===== src/pkg/hfc_consts.vh =====
/*
 Constants for the host-side controller of a strobe-driven 9-bit FIFO:
 state codes and pin timing figures with their cycle counts.
 Assumes a single 40 MHz system clock; all waits round up to whole cycles.
*/
`ifndef HFC_CONSTS_VH
`define HFC_CONSTS_VH

// ==========================================================================
// Clock and conversion.
`define HFC_CLK_PS        25000
`define HFC_CYC(ns)       ((((ns) * 1000) + `HFC_CLK_PS - 1) / `HFC_CLK_PS)

// ==========================================================================
// Pin timing in ns, fastest documented grade.
`define HFC_T_RS_NS       30
`define HFC_T_RSS_NS      30
`define HFC_T_RSR_NS      10
`define HFC_T_FLAG_RS_NS  40
`define HFC_T_WPW_NS      30
`define HFC_T_DS_NS       18
`define HFC_T_WR_NS       10
`define HFC_T_RPW_NS      30
`define HFC_T_ACC_NS      30
`define HFC_T_RR_NS       10
`define HFC_T_FLAG_NS     30
`define HFC_T_RT_NS       30
`define HFC_T_RTR_NS      10
`define HFC_T_RTF_NS      40

// ==========================================================================
// Cycle counts derived from the times above.
`define HFC_MAX(a, b)     (((a) > (b)) ? (a) : (b))
`define HFC_RS_CYC   `HFC_CYC(`HFC_MAX(`HFC_T_RS_NS, `HFC_T_RSS_NS))
`define HFC_RSR_CYC  `HFC_CYC(`HFC_MAX(`HFC_T_RSR_NS, `HFC_T_FLAG_RS_NS))
`define HFC_WLO_CYC  `HFC_CYC(`HFC_MAX(`HFC_T_WPW_NS, `HFC_T_DS_NS))
`define HFC_WHI_CYC  `HFC_CYC(`HFC_MAX(`HFC_T_WR_NS, `HFC_T_FLAG_NS))
`define HFC_RLO_CYC  `HFC_CYC(`HFC_MAX(`HFC_T_RPW_NS, `HFC_T_ACC_NS))
`define HFC_RHI_CYC  `HFC_CYC(`HFC_MAX(`HFC_T_RR_NS, `HFC_T_FLAG_NS))
`define HFC_RT_CYC   `HFC_CYC(`HFC_T_RT_NS)
`define HFC_RTR_CYC  `HFC_CYC(`HFC_MAX(`HFC_T_RTR_NS, `HFC_T_RTF_NS))

// ==========================================================================
// Controller states.
`define HFC_S_RST         4'h0
`define HFC_S_RREC        4'h1
`define HFC_S_IDLE        4'h2
`define HFC_S_WLO         4'h3
`define HFC_S_WHI         4'h4
`define HFC_S_RLO         4'h5
`define HFC_S_RHI         4'h6
`define HFC_S_TLO         4'h7
`define HFC_S_THI         4'h8

`endif


===== src/logic/hfc_skid.v =====
/*
 Two-entry buffer with valid and ready on both sides.
 Assumes one clock and a synchronous active-high reset.
*/
`timescale 1ns/1ps

module hfc_skid #(
  parameter W = 9
) (
  input  wire         clk,
  input  wire         sys_rst,
  input  wire         in_valid,
  output wire         in_ready,
  input  wire [W-1:0] in_data,
  output wire         out_valid,
  input  wire         out_ready,
  output wire [W-1:0] out_data
);

  // ========================================================================
  // Storage.
  reg [W-1:0] mem_reg [0:1];
  reg         wp_reg;
  reg         rp_reg;
  reg [1:0]   cnt_reg;

  wire push = in_valid && in_ready;
  wire pop  = out_valid && out_ready;

  assign in_ready  = (cnt_reg != 2'h2);
  assign out_valid = (cnt_reg != 2'h0);
  assign out_data  = mem_reg[rp_reg];

  always @(posedge clk) begin
    if (sys_rst) begin
      wp_reg  <= 1'b0;
      rp_reg  <= 1'b0;
      cnt_reg <= 2'h0;
    end else begin
      if (push) begin
        mem_reg[wp_reg] <= in_data;
        wp_reg          <= ~wp_reg;
      end
      if (pop)
        rp_reg <= ~rp_reg;
      if (push && !pop)
        cnt_reg <= cnt_reg + 2'h1;
      else if (pop && !push)
        cnt_reg <= cnt_reg - 2'h1;
    end
  end

endmodule // hfc_skid


===== src/logic/hfc_ctrl.v =====
/*
 Host controller that drives a strobe-operated 9-bit FIFO device through
 its pins: reset, write strobe, read strobe, retransmit and expansion.
 Assumes device flags and read data are synchronous to clk and that the
 device is wired alone (single-device mode).
*/
`timescale 1ns/1ps
`include "hfc_consts.vh"

module hfc_ctrl #(
  parameter DW    = 9,
  parameter DEPTH = 256,
  parameter CW    = 11
) (
  input  wire          clk,
  input  wire          sys_rst,
  input  wire          dev_reset_req,
  output wire          dev_reset_ready,
  input  wire          wr_valid,
  output wire          wr_ready,
  input  wire [DW-1:0] wr_data,
  output wire          rd_valid,
  input  wire          rd_ready,
  output wire [DW-1:0] rd_data,
  input  wire          rewind_req,
  output wire          rewind_ready,
  output wire          rewind_ok,
  output wire          busy,
  output reg           dev_full,
  output reg           dev_empty,
  output reg           dev_half,
  output reg           reset_n_in,
  output reg           w_n,
  output reg           r_n,
  output reg           first_or_rewind_in,
  output wire          chain_in_n,
  output reg  [DW-1:0] wr_word_in,
  input  wire [DW-1:0] rd_word_out,
  input  wire          full_ind_n,
  input  wire          empty_ind_n,
  input  wire          half_full_ind_n
);

  // ========================================================================
  // Timing counts.
  // Every wait fits the four-bit counter; the slice makes the cut explicit.
  function [3:0] cyc4;
    input integer c;
    begin
      cyc4 = c[3:0];
    end
  endfunction

  localparam [3:0] RS_CYC  = cyc4(`HFC_RS_CYC);
  localparam [3:0] RSR_CYC = cyc4(`HFC_RSR_CYC);
  localparam [3:0] WLO_CYC = cyc4(`HFC_WLO_CYC);
  localparam [3:0] WHI_CYC = cyc4(`HFC_WHI_CYC);
  localparam [3:0] RLO_CYC = cyc4(`HFC_RLO_CYC);
  localparam [3:0] RHI_CYC = cyc4(`HFC_RHI_CYC);
  localparam [3:0] RT_CYC  = cyc4(`HFC_RT_CYC);
  localparam [3:0] RTR_CYC = cyc4(`HFC_RTR_CYC);
  localparam integer  DEPTH_I = DEPTH;
  localparam [CW-1:0] DEPTH_C = DEPTH_I[CW-1:0];

  // ========================================================================
  // State.
  reg  [3:0]    state_reg;
  reg  [3:0]    state_next;
  reg  [3:0]    cnt_reg;
  reg  [3:0]    cnt_next;
  reg  [CW-1:0] wcnt_reg;
  reg           last_rd_reg;
  wire          sk_in_ready;
  reg           sk_push;
  wire          idle = (state_reg == `HFC_S_IDLE);
  wire          last = (cnt_reg == 4'h1);

  // Single device only: chaining would disable retransmit and half-full.
  assign chain_in_n = 1'b0;

  // ========================================================================
  // Arbitration. Reads and writes alternate when both are possible so a
  // steady writer cannot starve the reader.
  wire can_rd = empty_ind_n && sk_in_ready;
  wire can_wr = wr_valid && full_ind_n;
  // Rewinding past a full lap would replay overwritten words.
  assign rewind_ok = (wcnt_reg < DEPTH_C);
  assign dev_reset_ready = idle;
  wire rst_go = idle && dev_reset_req;
  wire rt_go  = idle && !dev_reset_req && rewind_req && rewind_ok;
  wire rd_go  = idle && !dev_reset_req && !rt_go && can_rd &&
                (!can_wr || !last_rd_reg);
  wire wr_go  = idle && !dev_reset_req && !rt_go && can_wr &&
                !rd_go;
  assign wr_ready     = wr_go;
  assign rewind_ready = rt_go;
  assign busy         = !idle;

  // ========================================================================
  // Sequencer.
  always @* begin
    state_next = state_reg;
    cnt_next   = cnt_reg;
    sk_push    = 1'b0;
    case (state_reg)
      `HFC_S_RST: begin
        if (last) begin
          state_next = `HFC_S_RREC;
          cnt_next   = RSR_CYC;
        end else begin
          cnt_next = cnt_reg - 4'h1;
        end
      end
      `HFC_S_RREC: begin
        if (last)
          state_next = `HFC_S_IDLE;
        else
          cnt_next = cnt_reg - 4'h1;
      end
      `HFC_S_IDLE: begin
        if (rst_go) begin
          state_next = `HFC_S_RST;
          cnt_next   = RS_CYC;
        end else if (rt_go) begin
          state_next = `HFC_S_TLO;
          cnt_next   = RT_CYC;
        end else if (rd_go) begin
          state_next = `HFC_S_RLO;
          cnt_next   = RLO_CYC;
        end else if (wr_go) begin
          state_next = `HFC_S_WLO;
          cnt_next   = WLO_CYC;
        end
      end
      `HFC_S_WLO: begin
        if (last) begin
          state_next = `HFC_S_WHI;
          cnt_next   = WHI_CYC;
        end else begin
          cnt_next = cnt_reg - 4'h1;
        end
      end
      `HFC_S_RLO: begin
        if (last) begin
          // Sample before the strobe rises; the bus floats after it.
          sk_push    = 1'b1;
          state_next = `HFC_S_RHI;
          cnt_next   = RHI_CYC;
        end else begin
          cnt_next = cnt_reg - 4'h1;
        end
      end
      `HFC_S_TLO: begin
        if (last) begin
          state_next = `HFC_S_THI;
          cnt_next   = RTR_CYC;
        end else begin
          cnt_next = cnt_reg - 4'h1;
        end
      end
      `HFC_S_WHI, `HFC_S_RHI, `HFC_S_THI: begin
        // Flags settle here before the next decision is taken.
        if (last)
          state_next = `HFC_S_IDLE;
        else
          cnt_next = cnt_reg - 4'h1;
      end
      default: begin
        state_next = `HFC_S_RST;
        cnt_next   = RS_CYC;
      end
    endcase
  end

  always @(posedge clk) begin
    if (sys_rst) begin
      // Power-up always begins with a device reset pulse.
      state_reg          <= `HFC_S_RST;
      cnt_reg            <= RS_CYC;
      reset_n_in         <= 1'b0;
      w_n                <= 1'b1;
      r_n                <= 1'b1;
      first_or_rewind_in <= 1'b1;
      wr_word_in         <= {DW{1'b0}};
      wcnt_reg           <= {CW{1'b0}};
      last_rd_reg        <= 1'b0;
      dev_full           <= 1'b0;
      dev_empty          <= 1'b1;
      dev_half           <= 1'b0;
    end else begin
      state_reg <= state_next;
      cnt_reg   <= cnt_next;
      // Strobes stay high through reset and its recovery.
      reset_n_in <= (state_next != `HFC_S_RST);
      w_n        <= (state_next != `HFC_S_WLO);
      r_n        <= (state_next != `HFC_S_RLO);
      // Retransmit pulse with both strobes held high.
      first_or_rewind_in <= (state_next != `HFC_S_TLO);
      // Word held from falling strobe until the next write.
      if (wr_go)
        wr_word_in <= wr_data;
      if (rst_go)
        wcnt_reg <= {CW{1'b0}};
      else if (wr_go && rewind_ok)
        wcnt_reg <= wcnt_reg + {{(CW-1){1'b0}}, 1'b1};
      if (rd_go)
        last_rd_reg <= 1'b1;
      else if (wr_go)
        last_rd_reg <= 1'b0;
      dev_full  <= ~full_ind_n;
      dev_empty <= ~empty_ind_n;
      dev_half  <= ~half_full_ind_n;
    end
  end

  // ========================================================================
  // Read words pass a two-entry buffer so a stalled consumer loses none.
  hfc_skid #(
    .W (DW)
  ) u_skid (
    .clk       (clk),
    .sys_rst   (sys_rst),
    .in_valid  (sk_push),
    .in_ready  (sk_in_ready),
    .in_data   (rd_word_out),
    .out_valid (rd_valid),
    .out_ready (rd_ready),
    .out_data  (rd_data)
  );

endmodule // hfc_ctrl


===== config.mk =====
export PLATFORM = sky130hd
export DESIGN_NAME = hfc_ctrl
export DESIGN_NICKNAME = d
export VERILOG_FILES = /design/src/logic/hfc_skid.v /design/src/logic/hfc_ctrl.v
export VERILOG_INCLUDE_DIRS = /design/src /design/src/pkg
export SDC_FILE = /design/constraint.sdc
export NUM_CORES = 1
export LEC_CHECK = 0
export BUFFER_PORTS_ARGS = -buffer_cell sky130_fd_sc_hd__buf_2
export CAP_MARGIN = 20
export CORE_ASPECT_RATIO = 1.4
export CORE_MARGIN = 2
export CORE_UTILIZATION = 45
export CTS_CLUSTER_SIZE = 16
export DETAILED_ROUTE_END_ITERATION = 7
export GPL_TIMING_DRIVEN = 0
export HOLD_SLACK_MARGIN = 0.08
export PLACE_DENSITY = 0.71
export SKIP_CTS_REPAIR_TIMING = 1
export SYNTH_ARGS = -nofsm -noshare
export SYNTH_HDL_FRONTEND = slang
export SYNTH_SLANG_ARGS = --single-unit

===== constraint.sdc =====
create_clock -name clk -period 2.3 [get_ports clk]
set_clock_uncertainty 0.2 [all_clocks]
set_input_delay 0.345 -clock clk [delete_from_list [all_inputs] [get_ports clk]]
set_output_delay 0.345 -clock clk [all_outputs]
set_load 0.02 [all_outputs]

==> run summary <==
Synth Warn #: 0
Final Max Tran Viols: 0
Number of core rows: 32
RSZ-0062 raised after global routing: yes
Layout fillers: 455
Routed WL per cell: 13.7 um
H-Tree Depth: 3
GR Util met2: 28.8%
Detailed-route wire length: 5670 um
GRT overflow: 0
Number of synthesized flops with an enable pin: 18
Total vias in the final route: 2131
DR pass1 iterations: 4
Worst setup margin: -106 ps
Top FF cell, synth: dfxtp_1
Slew margin rel.: 60.4%
Main area contributors after synthesis: dfxtp_1 (32%), edfxtp_1 (21%), mux2i_1 (4.3%), nor2_1 (4.2%), mux2_2 (3.9%)
Pre-CTS worst setup slack: -224 ps
Worst EP required: 1750 ps
Failing checks: negative setup slack
CP Capture Type: output pin
Initial Utilization: 46.6%
Net Count, Synth: 278
Ys async rst share: 0%
Clk buf depth: 2
Number of synthesized register bits: 59
Hold crit path type: in2reg
WP data arrival: 1860 ps
Max Clk Rate: 416 MHz
Final setup vio count: 1
Fin crit period: 2410 ps
R2R Setup Slk: 90 ps
Chip width: 68.0 um
Slowest CP cell: nor4b_4
Number of antenna diodes: 0
Worst-path cell chain: nor4b_4, inv_2, nor3_4, nand2b_1, buf_6, inv_2, buf_6
Clock slew at reported path FFs: 60 ps
Worst skew pair latency: 330 ps
GP Congestion: 0.814
Bufs and invs on worst path: 4
Hpwl dp: 3680 um
Vias per inst: 5.16
Crit-path leading delay family: simple AND/OR/NAND/NOR gates
Final net count: 371
DRC violations left: 0
Clock Sinks: 59
Root Driver: clkbuf_8
GRT busiest layer: met2
CTS Buf Count: 9
Commonest non-fill, non-tap cell in the layout: buf_2
Startpoint Class: register
Area leader, netlist: dfxtp_1
CP Class: reg2out
Commonest non-fill, non-tap cells in the layout: buf_2 (57), dfxtp_1 (36), nor2_1 (28)
Met3 Usage GRT: 6.14%
Synthesized area per cell: 10.4 um2
Synth Instances: 247
CP Max Fanout: 4
Share of cells above drive strength 1: 36.8%
Actual slew at the worst max-slew pin: 591 ps
Met1 Usage GRT: 20.6%
Slowest cell delay on critical path: 400 ps
Largest net degree at the start of global routing: 11
Antenna violations before repair: 0
GRT Overall Usage: 18.0%
Pwr Density: 673 nW/um2
CTS tree: done
Port Buf Inserts: 57
Layout Area Growth over Synthesis: 36.0%
Post-synthesis cell area: 2580 um2
Vias in the first global route: 1996
DRT iter0 DRCs: 125
Number of routed nets with antenna violations: 0
Core area: 5530 um2
Post-synth cell types: 52
Final Hold Viols: 0
Sequential area share after synthesis: 52.8%
Chip height: 93.5 um
# IOs: 59
Worst IR drop on VDD: 0.534 mV
Part of the cycle the worst path needs: 105%
Max-cap viol count: 0
Die area: 6360 um2
Tot Pwr: 2.36 mW
Leak pwr: 1.45 nW
Max reg flops: 18
Top cell type's share of synthesized area: 31.8%
Status: finished with violations
First-pass GRT wire length: 8560 um
[metal layers]
| metal | up-vias | wire length (um) |
|---|---|---|
| li1 | 1064 | - |
| met1 | 982 | 2350 |
| met2 | 69 | 2850 |
| met3 | 16 | 327 |
| met4 | 0 | 153 |
| met5 | - | 0 |
[Yosys cell counts, drive strengths merged, types with 7 or more instances]
cell type and n:
a21oi 11, nand2 11, inv 11, dfxtp 41
o21ai 7, nor2 29, nand2b 8, mux2 9
mux2i 11, edfxtp 18
[worst reg2reg max path, stage by stage, from the launching register on]
cell	delay (ps)
dfxtp_2	330
inv_2	50
ha_2	180
nor3b_4	250
and3_4	230
nand3_4	110
inv_2	110
ha_4	210
or3_4	360
a21oi_2	120
[area by class of cell]
cell class / count / area [um2] / share of cell area, %
Buffer: 10 / 52.6 / 1.50
Clock buffer: 11 / 131 / 3.75
Clock inverter: 5 / 77.6 / 2.21
Inverter: 11 / 41.3 / 1.18
Multi-Input combinational cell: 165 / 1210 / 34.5
Sequential cell: 59 / 1370 / 39.1
Tap cell: 68 / 85.1 / 2.43
Timing Repair Buffer: 84 / 537 / 15.3
[worst paths after layout]
path | start | to | depth (start not counted)
hold / removal | wr_data[7] | wr_word_in[7] | 3
hold reg to reg | cnt_reg[0] | cnt_reg[0] | 1
setup / recovery | state_reg[2] | wr_ready | 7
setup reg to reg | cnt_reg[1] | u_skid.cnt_reg[1] | 9
[per-stage QoR]
stage          cells  util, %  TNS, ps  instance area [um2]  hold WS (ps)
2_1_floorplan    247        -        0                 2590           217
3_3_place_gp     372     53.6    -2910                 2960           261
3_5_place_dp     372     53.6    -2990                 2960           271
4_1_cts          388     57.4    -2690                 3170         -44.0
5_1_grt          413     63.5     -173                 3510          89.1
6_report         413     63.5     -106                 3510          49.8
[where the power goes]
| part | internal, mW | total (mW) | leakage [nW] | switching, mW |
|---|---|---|---|---|
| clock network | 0.607 | 0.995 | 0.103 | 0.389 |
| registers | 1.10 | 1.13 | 0.496 | 0.0323 |
| logic | 0.119 | 0.233 | 0.854 | 0.115 |
| total | 1.82 | 2.36 | 1.45 | 0.536 |
[kinds of logic (layout without fill, tap and decap cells)]
kind of cell,Yosys count,count (layout),share of synthesized area [%]
AND/OR/NAND/NOR,96,96,21.0
flip-flops,59,59,52.8
AO/OA/AOI/OAI,34,34,8.54
buffers and inverters,23,121,3.98
multiplexers,20,20,8.20
XOR/XNOR,10,10,3.40
adder cells (fa/ha/maj),4,4,1.94
other,1,1,0.145
No activity file was read; power rests on OpenSTA's default activity.
